[src/logic/pado_pkg.sv]
/*
 * Shared constants of the converter's digital output side: pipeline
 * shape, output coding, synchroniser depth and latency figures.
 * Assumes a single core clock and no register bus.
 */
package pado_pkg;
	// Pipeline shape
	localparam int STAGES = 9;
	localparam int STAGE_BITS = 2;
	localparam int OUT_W = 10;
	localparam int SUM_W = OUT_W + 2;
	// Sample-to-output latency in sample-clock half cycles (6.5 cycles)
	localparam int LAT_HALF_CYCLES = 13;
	// Word delay after correction, in sub-clock ticks
	localparam int POST_TICKS = LAT_HALF_CYCLES - STAGES;
	// Pin synchroniser depth
	localparam int SYNC_FF = 3;
	// Codes at the ends of the range
	localparam logic [OUT_W-1:0] CODE_MAX = 10'h3ff;
	localparam logic [OUT_W-1:0] CODE_NEG_FS_OFFSET = 10'h000;
	localparam logic [OUT_W-1:0] CODE_NEG_FS_TWOS = 10'h200;
	// Coding select levels
	typedef enum logic {PADO_OFFSET_BIN, PADO_TWOS_COMP} pado_coding_t;
endpackage

[src/logic/pado_core.sv]
/*
 * Digital side of a pipelined 10-bit converter: sub-clock from both
 * edges of the sample clock pin, per-stage delay lines, redundant-bit
 * error correction, fixed latency, output coding and output disable.
 * Assumes the sample clock pin toggles no faster than core_clk / 8 and
 * that stage codes from the quantizers are stable when a tick is seen.
 */
// Contract
// Nine pipeline stages, each resolving two bits with quantizer and DAC.
// Every stage converts on a sub-clock tick at twice sample rate.
// Each stage result delayed to align, then corrected with redundant bits.
// Both sample clock edges sequence stages; one new sample per period.
// Valid output word appears 6.5 sample cycles after its sample.
// Result is a 10-bit parallel word with no missing codes.
// Coding select low or open gives straight offset binary.
// Coding select high gives two's complement by inverting the MSB.
// Negative full scale gives 0x000 offset binary, 0x200 two's complement.
// Output-enable low drives outputs; high places them in high impedance.
// Host keeps output enable static and never shares the data bus.
// Host supplies a near 50% duty clock, slight skew above 35 MHz.
// Host latches one word per period, tagged 6.5 cycles back.
`timescale 1ns/1ps
`default_nettype none
module pado_core
	import pado_pkg::*;
#(
	parameter int N_STAGES = STAGES,
	parameter int WORD_W = OUT_W
)
(
	input wire logic core_clk,
	input wire logic nrst,
	input wire logic sample_clk,
	input wire logic [N_STAGES*STAGE_BITS-1:0] stage_code,
	input wire logic coding_sel,
	input wire logic out_enable_n,
	output logic [WORD_W-1:0] data_out,
	output logic data_oe,
	output logic data_strobe
);
	// Elaboration check: the latency split only works for this shape
	if (N_STAGES != STAGES || WORD_W != OUT_W || POST_TICKS < 1)
	begin : g_bad_shape
		$error("pado_core: unsupported pipeline shape");
	end

	// Pin synchronisers; stage 0 is read by stage 1 only
	// Limitation: a pin level shorter than two core cycles is lost
	logic [SYNC_FF-1:0] clk_sync_q, clk_sync_d;
	logic [SYNC_FF-1:0] cod_sync_q, cod_sync_d;
	logic [SYNC_FF-1:0] oen_sync_q, oen_sync_d;
	logic clk_lvl_q, clk_lvl_d;
	logic cod_lvl_q, cod_lvl_d;
	logic oen_lvl_q, oen_lvl_d;
	logic tick_q, tick_d;
	logic rise_q, rise_d;

	// A change counts once the last two stages agree
	always_comb
	begin
		clk_sync_d = {clk_sync_q[SYNC_FF-2:0], sample_clk};
		cod_sync_d = {cod_sync_q[SYNC_FF-2:0], coding_sel};
		oen_sync_d = {oen_sync_q[SYNC_FF-2:0], out_enable_n};
		clk_lvl_d = clk_lvl_q;
		cod_lvl_d = cod_lvl_q;
		oen_lvl_d = oen_lvl_q;
		if (clk_sync_q[1] == clk_sync_q[2])
		begin
			clk_lvl_d = clk_sync_q[2];
		end
		if (cod_sync_q[1] == cod_sync_q[2])
		begin
			cod_lvl_d = cod_sync_q[2];
		end
		if (oen_sync_q[1] == oen_sync_q[2])
		begin
			oen_lvl_d = oen_sync_q[2];
		end
		// Each edge of the sample clock is one sub-clock tick
		tick_d = (clk_lvl_d != clk_lvl_q);
		rise_d = tick_d && clk_lvl_d;
	end

	// Pins idle low after reset, matching the internal pull-downs
	always_ff @(posedge core_clk or negedge nrst)
	begin
		if (!nrst)
		begin
			clk_sync_q <= '0;
			cod_sync_q <= '0;
			oen_sync_q <= '0;
			clk_lvl_q <= 1'b0;
			cod_lvl_q <= 1'b0;
			oen_lvl_q <= 1'b0;
			tick_q <= 1'b0;
			rise_q <= 1'b0;
		end
		else
		begin
			clk_sync_q <= clk_sync_d;
			cod_sync_q <= cod_sync_d;
			oen_sync_q <= oen_sync_d;
			clk_lvl_q <= clk_lvl_d;
			cod_lvl_q <= cod_lvl_d;
			oen_lvl_q <= oen_lvl_d;
			tick_q <= tick_d;
			rise_q <= rise_d;
		end
	end

	// Aligned stage results, one per stage
	logic [STAGE_BITS-1:0] aligned_w [N_STAGES];

	// Per-stage delay line: stage k captures k ticks after the sample
	// edge and waits N_STAGES-1-k more ticks, so all line up together
	for (genvar k = 0; k < N_STAGES; k++)
	begin : g_stage
		localparam int LEN = N_STAGES - k;
		logic [STAGE_BITS-1:0] line_q [LEN];
		logic [STAGE_BITS-1:0] line_d [LEN];

		always_comb
		begin
			for (int i = 0; i < LEN; i++)
			begin
				line_d[i] = line_q[i];
			end
			if (tick_q)
			begin
				// Stage 0 code sits in the top bits of stage_code
				line_d[0] = stage_code[(N_STAGES-k)*STAGE_BITS-1 -: STAGE_BITS];
				for (int i = 1; i < LEN; i++)
				begin
					line_d[i] = line_q[i-1];
				end
			end
		end

		always_ff @(posedge core_clk or negedge nrst)
		begin
			if (!nrst)
			begin
				for (int i = 0; i < LEN; i++)
				begin
					line_q[i] <= '0;
				end
			end
			else
			begin
				line_q <= line_d;
			end
		end

		assign aligned_w[k] = line_q[LEN-1];
	end

	// Error correction: overlapping two-bit digits, one bit of redundancy
	// per stage; the sum saturates so an over-range never wraps around
	logic [SUM_W-1:0] sum_w;
	logic [WORD_W-1:0] corr_w;
	always_comb
	begin
		sum_w = '0;
		for (int k = 0; k < N_STAGES; k++)
		begin
			sum_w = sum_w + (SUM_W'(aligned_w[k]) << (N_STAGES - 1 - k));
		end
		if (sum_w > SUM_W'(CODE_MAX))
		begin
			corr_w = CODE_MAX;
		end
		else
		begin
			corr_w = sum_w[WORD_W-1:0];
		end
	end

	// Word delay line after correction, then the output register
	logic [WORD_W-1:0] post_q [POST_TICKS];
	logic [WORD_W-1:0] post_d [POST_TICKS];
	logic [WORD_W-1:0] data_q, data_d;
	logic oe_q, oe_d;
	logic strobe_q, strobe_d;

	always_comb
	begin
		for (int i = 0; i < POST_TICKS; i++)
		begin
			post_d[i] = post_q[i];
		end
		data_d = data_q;
		strobe_d = 1'b0;
		if (tick_q)
		begin
			post_d[0] = corr_w;
			for (int i = 1; i < POST_TICKS; i++)
			begin
				post_d[i] = post_q[i-1];
			end
			// A sample starts on a rising tick; 13 ticks on is a falling one
			if (!rise_q)
			begin
				strobe_d = 1'b1;
				if (pado_coding_t'(cod_lvl_q) == PADO_TWOS_COMP)
				begin
					data_d = {~post_q[POST_TICKS-1][WORD_W-1],
						post_q[POST_TICKS-1][WORD_W-2:0]};
				end
				else
				begin
					data_d = post_q[POST_TICKS-1];
				end
			end
		end
		// Enable is a static test control, so no glitch guard is needed
		oe_d = !oen_lvl_q;
	end

	always_ff @(posedge core_clk or negedge nrst)
	begin
		if (!nrst)
		begin
			for (int i = 0; i < POST_TICKS; i++)
			begin
				post_q[i] <= '0;
			end
			data_q <= '0;
			oe_q <= 1'b0;
			strobe_q <= 1'b0;
		end
		else
		begin
			post_q <= post_d;
			data_q <= data_d;
			oe_q <= oe_d;
			strobe_q <= strobe_d;
		end
	end

	assign data_out = data_q;
	assign data_oe = oe_q;
	assign data_strobe = strobe_q;

	// Stage 0 takes the top code on each tick
	stage_cap_a: assert property (@(posedge core_clk) disable iff (!nrst)
		tick_q |=> g_stage[0].line_q[0] == $past(stage_code[N_STAGES*STAGE_BITS-1 -: STAGE_BITS]))
		else $error("stage 0 did not capture its code");

	// Ticks come from real level changes and are isolated pulses
	sub_tick_a: assert property (@(posedge core_clk) disable iff (!nrst)
		tick_q |-> clk_lvl_q != $past(clk_lvl_q, 2) ##1 !tick_q)
		else $error("sub-clock tick without a clock edge");

	// Corrected word enters the word delay on each tick
	align_in_a: assert property (@(posedge core_clk) disable iff (!nrst)
		tick_q |=> post_q[0] == $past(corr_w))
		else $error("corrected word not loaded");

	// Rising ticks only where the synchronised pin went high from low
	both_edge_a: assert property (@(posedge core_clk) disable iff (!nrst)
		rise_q |-> tick_q && $past(clk_sync_q[SYNC_FF-1]) &&
		!$past(clk_lvl_q))
		else $error("sample start on wrong edge");

	// The word stands between strobes; it never changes without one
	word_hold_a: assert property (@(posedge core_clk) disable iff (!nrst)
		!strobe_q |-> $stable(data_q))
		else $error("output word changed without a strobe");

	// Words update only on falling ticks: half a period past the start
	half_cycle_a: assert property (@(posedge core_clk) disable iff (!nrst)
		strobe_q |-> $past(tick_q) && !$past(rise_q))
		else $error("output updated on a rising tick");

	// Over-range clamps to all ones
	saturate_a: assert property (@(posedge core_clk) disable iff (!nrst)
		tick_q && sum_w > SUM_W'(CODE_MAX) |=> post_q[0] == CODE_MAX)
		else $error("over-range word wrapped");

	// Offset binary passes the word unchanged
	offset_code_a: assert property (@(posedge core_clk) disable iff (!nrst)
		strobe_q && !$past(cod_lvl_q) |-> data_q == $past(post_q[POST_TICKS-1]))
		else $error("offset binary word altered");

	// Two's complement inverts only the top bit
	twos_code_a: assert property (@(posedge core_clk) disable iff (!nrst)
		strobe_q && $past(cod_lvl_q) |->
		data_q == ($past(post_q[POST_TICKS-1]) ^ CODE_NEG_FS_TWOS))
		else $error("two's complement word wrong");

	// Negative full scale codes in both formats
	neg_fs_a: assert property (@(posedge core_clk) disable iff (!nrst)
		strobe_q && $past(post_q[POST_TICKS-1]) == CODE_NEG_FS_OFFSET |->
		data_q == ($past(cod_lvl_q) ? CODE_NEG_FS_TWOS : CODE_NEG_FS_OFFSET))
		else $error("negative full scale code wrong");

	// Output drive follows the filtered enable level one cycle later
	out_hiz_a: assert property (@(posedge core_clk) disable iff (!nrst)
		$rose(oen_lvl_q) |=> !data_oe [*2])
		else $error("outputs driven while disabled");
endmodule
`default_nettype wire

[config.mk]
export PLATFORM = sky130hd
export DESIGN_NAME = pado_core
export DESIGN_NICKNAME = d
export VERILOG_FILES = /design/src/logic/pado_pkg.sv /design/src/logic/pado_core.sv
export SDC_FILE = /design/constraint.sdc
export NUM_CORES = 1
export LEC_CHECK = 0
export ABC_AREA = 1
export BUFFER_PORTS_ARGS = -buffer_cell sky130_fd_sc_hd__buf_2
export CAP_MARGIN = 5
export CORE_AREA = 10 10 145 147
export DETAILED_ROUTE_END_ITERATION = 12
export DIE_AREA = 0 0 155 157
export PLACE_DENSITY_LB_ADDON = 0.08
export SLEW_MARGIN = 20
export SYNTH_ARGS = -nofsm -noshare
export SYNTH_HDL_FRONTEND = slang
export SYNTH_SLANG_ARGS = --single-unit
[constraint.sdc]
create_clock -name core_clk -period 1.7 [get_ports core_clk]
set_input_delay 0.34 -clock core_clk [delete_from_list [all_inputs] [get_ports core_clk]]
set_output_delay 0.34 -clock core_clk [all_outputs]
set_load 0.005 [all_outputs]
==> run_results.csv <==
group,metric,value,unit
synthesis,synth-xor-area-share,0.560,%
die,dieArea,24300,um^2
die,start_util,34.1,%
global_route,grt_pass1_wl,21100,um
global_route,overflow,0,
setup_path,path_common_cell,"nand2_1",
timing,hold_viol,0,
cts,ctsHtreeMaxLevel,4,
die,fp.dieH,157,um
setup_path,required,2010,ps
synthesis,synth-seq-cells,156,
global_route,antenna_found_initial,0,
setup_path,crit_slowest_cell,"dfrtp_1",
layout,area_growth_syn_to_layout,19.7,%
global_route,grtUsageTotal,10.5,%
setup_path,path_cells,"ha_2 > inv_2 > fa_2 > inv_2 > buf_4 > nand2_2 > nand3_2 > nand2_1 > nand2_1 > nand2_1 > nand2_1 > nand2_1",
synthesis,synth_cells,693,
place,dp_hpwl,7410,um
synthesis,synth-simple-area-share,24.4,%
cts,cts_buffer_depth,2,
synthesis,synthAdderAreaFrac,2.60,%
timing,slew_headroom,74.0,%
timing,fmax,0.612,GHz
die,io_pins,35,
setup_path,cp_max_fo,2,
synthesis,syn_area_per_cell,9.03,um^2
setup_path,cp_data_arrival_time,1940,ps
detailed_routing,via_count,4279,
synthesis,syn_nets,726,
place,gp_routability_congestion,0.816,
synthesis,muxShareOfSynthArea,0,%
setup_path,critPathCaptureType,"register",
cts,insertion_delay,420,ps
detailed_routing,drt_iter0_markers,206,
power,p_leak,3.94,nW
layout,final_layout_size_suffix_gt1_share,16.0,%
setup_path,critical_path_class,"register to register",
synthesis,yosysTopAreaCell,"dfrtp_1",
layout,multi_input_area,2100,um^2
min_path,hold_path_class,"primary input to register",
layout,final_area,7490,um^2
layout,fillers,1879,
detailed_routing,routedWlPerCell,12.1,um
place,io_buffers,34,
synthesis,synth.area.top_cells,"dfrtp_1, nand2_1, inv_1",
detailed_routing,viasPerCell,4.37,
timing,period_minus_slack,1630,ps
synthesis,synth_top_family_by_area,"simple AND/OR/NAND/NOR gates",
global_route,grt_start_max_net_pins,90,
detailed_routing,drc,0,
detailed_routing,antenna_left,0,
synthesis,ys_types,29,
timing,worst_pin_slew,390,ps
setup_path,cp-start-kind,"register",
synthesis,synth.yosys.warnings,0,
place,dpl_cell_area,6740,um^2
timing,setup-tns-final,0,ps
die,num_rows,50,
layout,ff_latch_area,3910,um^2
job,drv_cap,0,
synthesis,yosysSeqAreaShare,62.4,%
timing,timing.final.crit_share,96.1,%
run_status,status,"complete, no violations",
cts,cts.clk_slew.worst_paths,60,ps
die,die_w,155,um
timing,slew_violations,0,
cts,cts_buffers,17,
cts,cts_tree,"yes",
power,power_density,1820,nW/um^2
timing,rsz0062_at_grt,"true",
detailed_routing,drt_wl_total,11800,um
timing,skew,7.65,ps
synthesis,yosysTopAreaCellShare,62.4,%
layout,layout.nets,766,
die,coreArea,18300,um^2
detailed_routing,first_pass_iters,4,
global_route,grt_pass1_vias,4434,
synthesis,synth-compound-area-share,4.52,%
cts,clockRootBuffer,"clkbuf_16",
setup_path,slowest_delay,360,ps
layout,diodes,0,
timing,setup_viol,0,
power,ir_drop,0.794,mV
setup_path,ff2ff_setup_slack,70,ps
synthesis,netlist_area,6260,um^2
cts,cts.sinks,156,
[sequential cells by signal, summed over array words and instances, names as in the netlist]
name	cells
clk_lvl_q	1
data_out	10
clk_sync_q	3
tick_q	1
aligned_w	16
post_q	40
data_oe	1
oen_sync_q	3
cod_lvl_q	1
g_stage.line_q	74
oen_lvl_q	1
rise_q	1
data_strobe	1
cod_sync_q	3
[synth_stat cells, drive strengths merged]
master and number:
nand2 356, dfrtp 156, inv 51, o21ai 45, buf 23, nor2 16
nand3 10, ha 9, clkbuf 7, a21oi 3, maj3 3, xnor2 3
a31oi 2, o21bai 2, a21boi 1, and2 1, fa 1, nand4 1
nor3 1, or2 1, xor2 1
[report_power, final]
part | total [mW] | switching [mW] | internal [mW]
sequential | 5.99 | 0.795 | 5.20
combinational | 3.63 | 2.09 | 1.54
clock | 4.03 | 1.52 | 2.51
total | 13.7 | 4.41 | 9.24
[repair_timing]
item / in CTS / in global routing
hold buffers: 1 / 0
hold endpoints to repair: 32 / 0
setup endpoints to repair: 3 / 9
buffers inserted: 0 / 3
pin swaps: 0 / 5
gates resized for setup: 2 / 17
cloned: 0 / 0
[per-stage QoR]
| step | hold slack [ps] | utilization, % | setup WS [ps] | power (mW) | std cells |
|---|---|---|---|---|---|
| global placement | 280 | 36.8 | -57.3 | 9.47 | 944 |
| global route | 2.46 | 40.9 | -49.7 | 14.9 | 980 |
| detailed placement | 278 | 36.8 | -16.9 | 9.54 | 944 |
| finish | 25.9 | 40.9 | 66.3 | 13.7 | 980 |
| floorplan | 44.4 | - | 99.2 | 8.42 | 693 |
| CTS | 5.44 | 40.3 | 11.9 | 13.7 | 977 |
[layout make-up]
class	count	share of cell area, %
sequential	156	52.2
timing repair buffer	51	4.93
tap	234	3.91
inverter	51	2.57
clock buffer	19	5.91
clock inverter	13	2.54
multi-input combinational	456	28.0
[kinds of logic (layout without fill, tap and decap cells)]
group           count (synthesis)  in the layout
simple gates                  386            386
flops                         156            156
fa+ha+maj                      13             13
compound gates                 53             53
buf+inv                        81            134
xor+xnor                        4              4
[layer usage]
metal	up-vias	GRT usage, %	share of wire (%)
met5	-	0	0
met4	0	4.63	2.1
met3	22	2.89	3.3
met2	40	17.3	49
met1	2019	12.7	45
li1	2198	-	-
[path summary, 6_finish.rpt]
| path | startpoint | to | cells after the start |
|---|---|---|---|
| max | aligned_w[2] | post_q[37] | 12 |
| min reg2reg | cod_sync_q[0] | cod_sync_q[1] | 0 |
| max reg2reg | aligned_w[2] | post_q[37] | 12 |
| min in group asynchronous | nrst | post_q[14] | 2 |
| max in group asynchronous | nrst | aligned_w[14] | 3 |
| min | out_enable_n | oen_sync_q[0] | 1 |
[worst max-delay path: cells and delay by family (launching register included)]
family / cells / cell delay, ps
fa+ha+maj: 2 / 550
flops: 1 / 360
buf+inv: 3 / 220
simple gates: 7 / 390
[cells in the final DEF, fill, tap and decap left out, drive strengths merged]
master / Yosys / layout
buf: 23 / 50
nand4: 1 / 1
o21ai: 45 / 45
nor3: 1 / 1
inv: 51 / 52
dlygate4sd3: 0 / 1
clkinvlp: 0 / 1
xor2: 1 / 1
maj3: 3 / 3
nand2: 356 / 356
dfrtp: 156 / 156
nor2: 16 / 16
and2: 1 / 1
or2: 1 / 1
nand3: 10 / 10
ha: 9 / 9
clkinv: 0 / 7
clkbuf: 7 / 19
a21boi: 1 / 1
o21bai: 2 / 2
bufinv: 0 / 4
fa: 1 / 1
a31oi: 2 / 2
a21oi: 3 / 3
xnor2: 3 / 3
(Power assumes the default switching activity.)
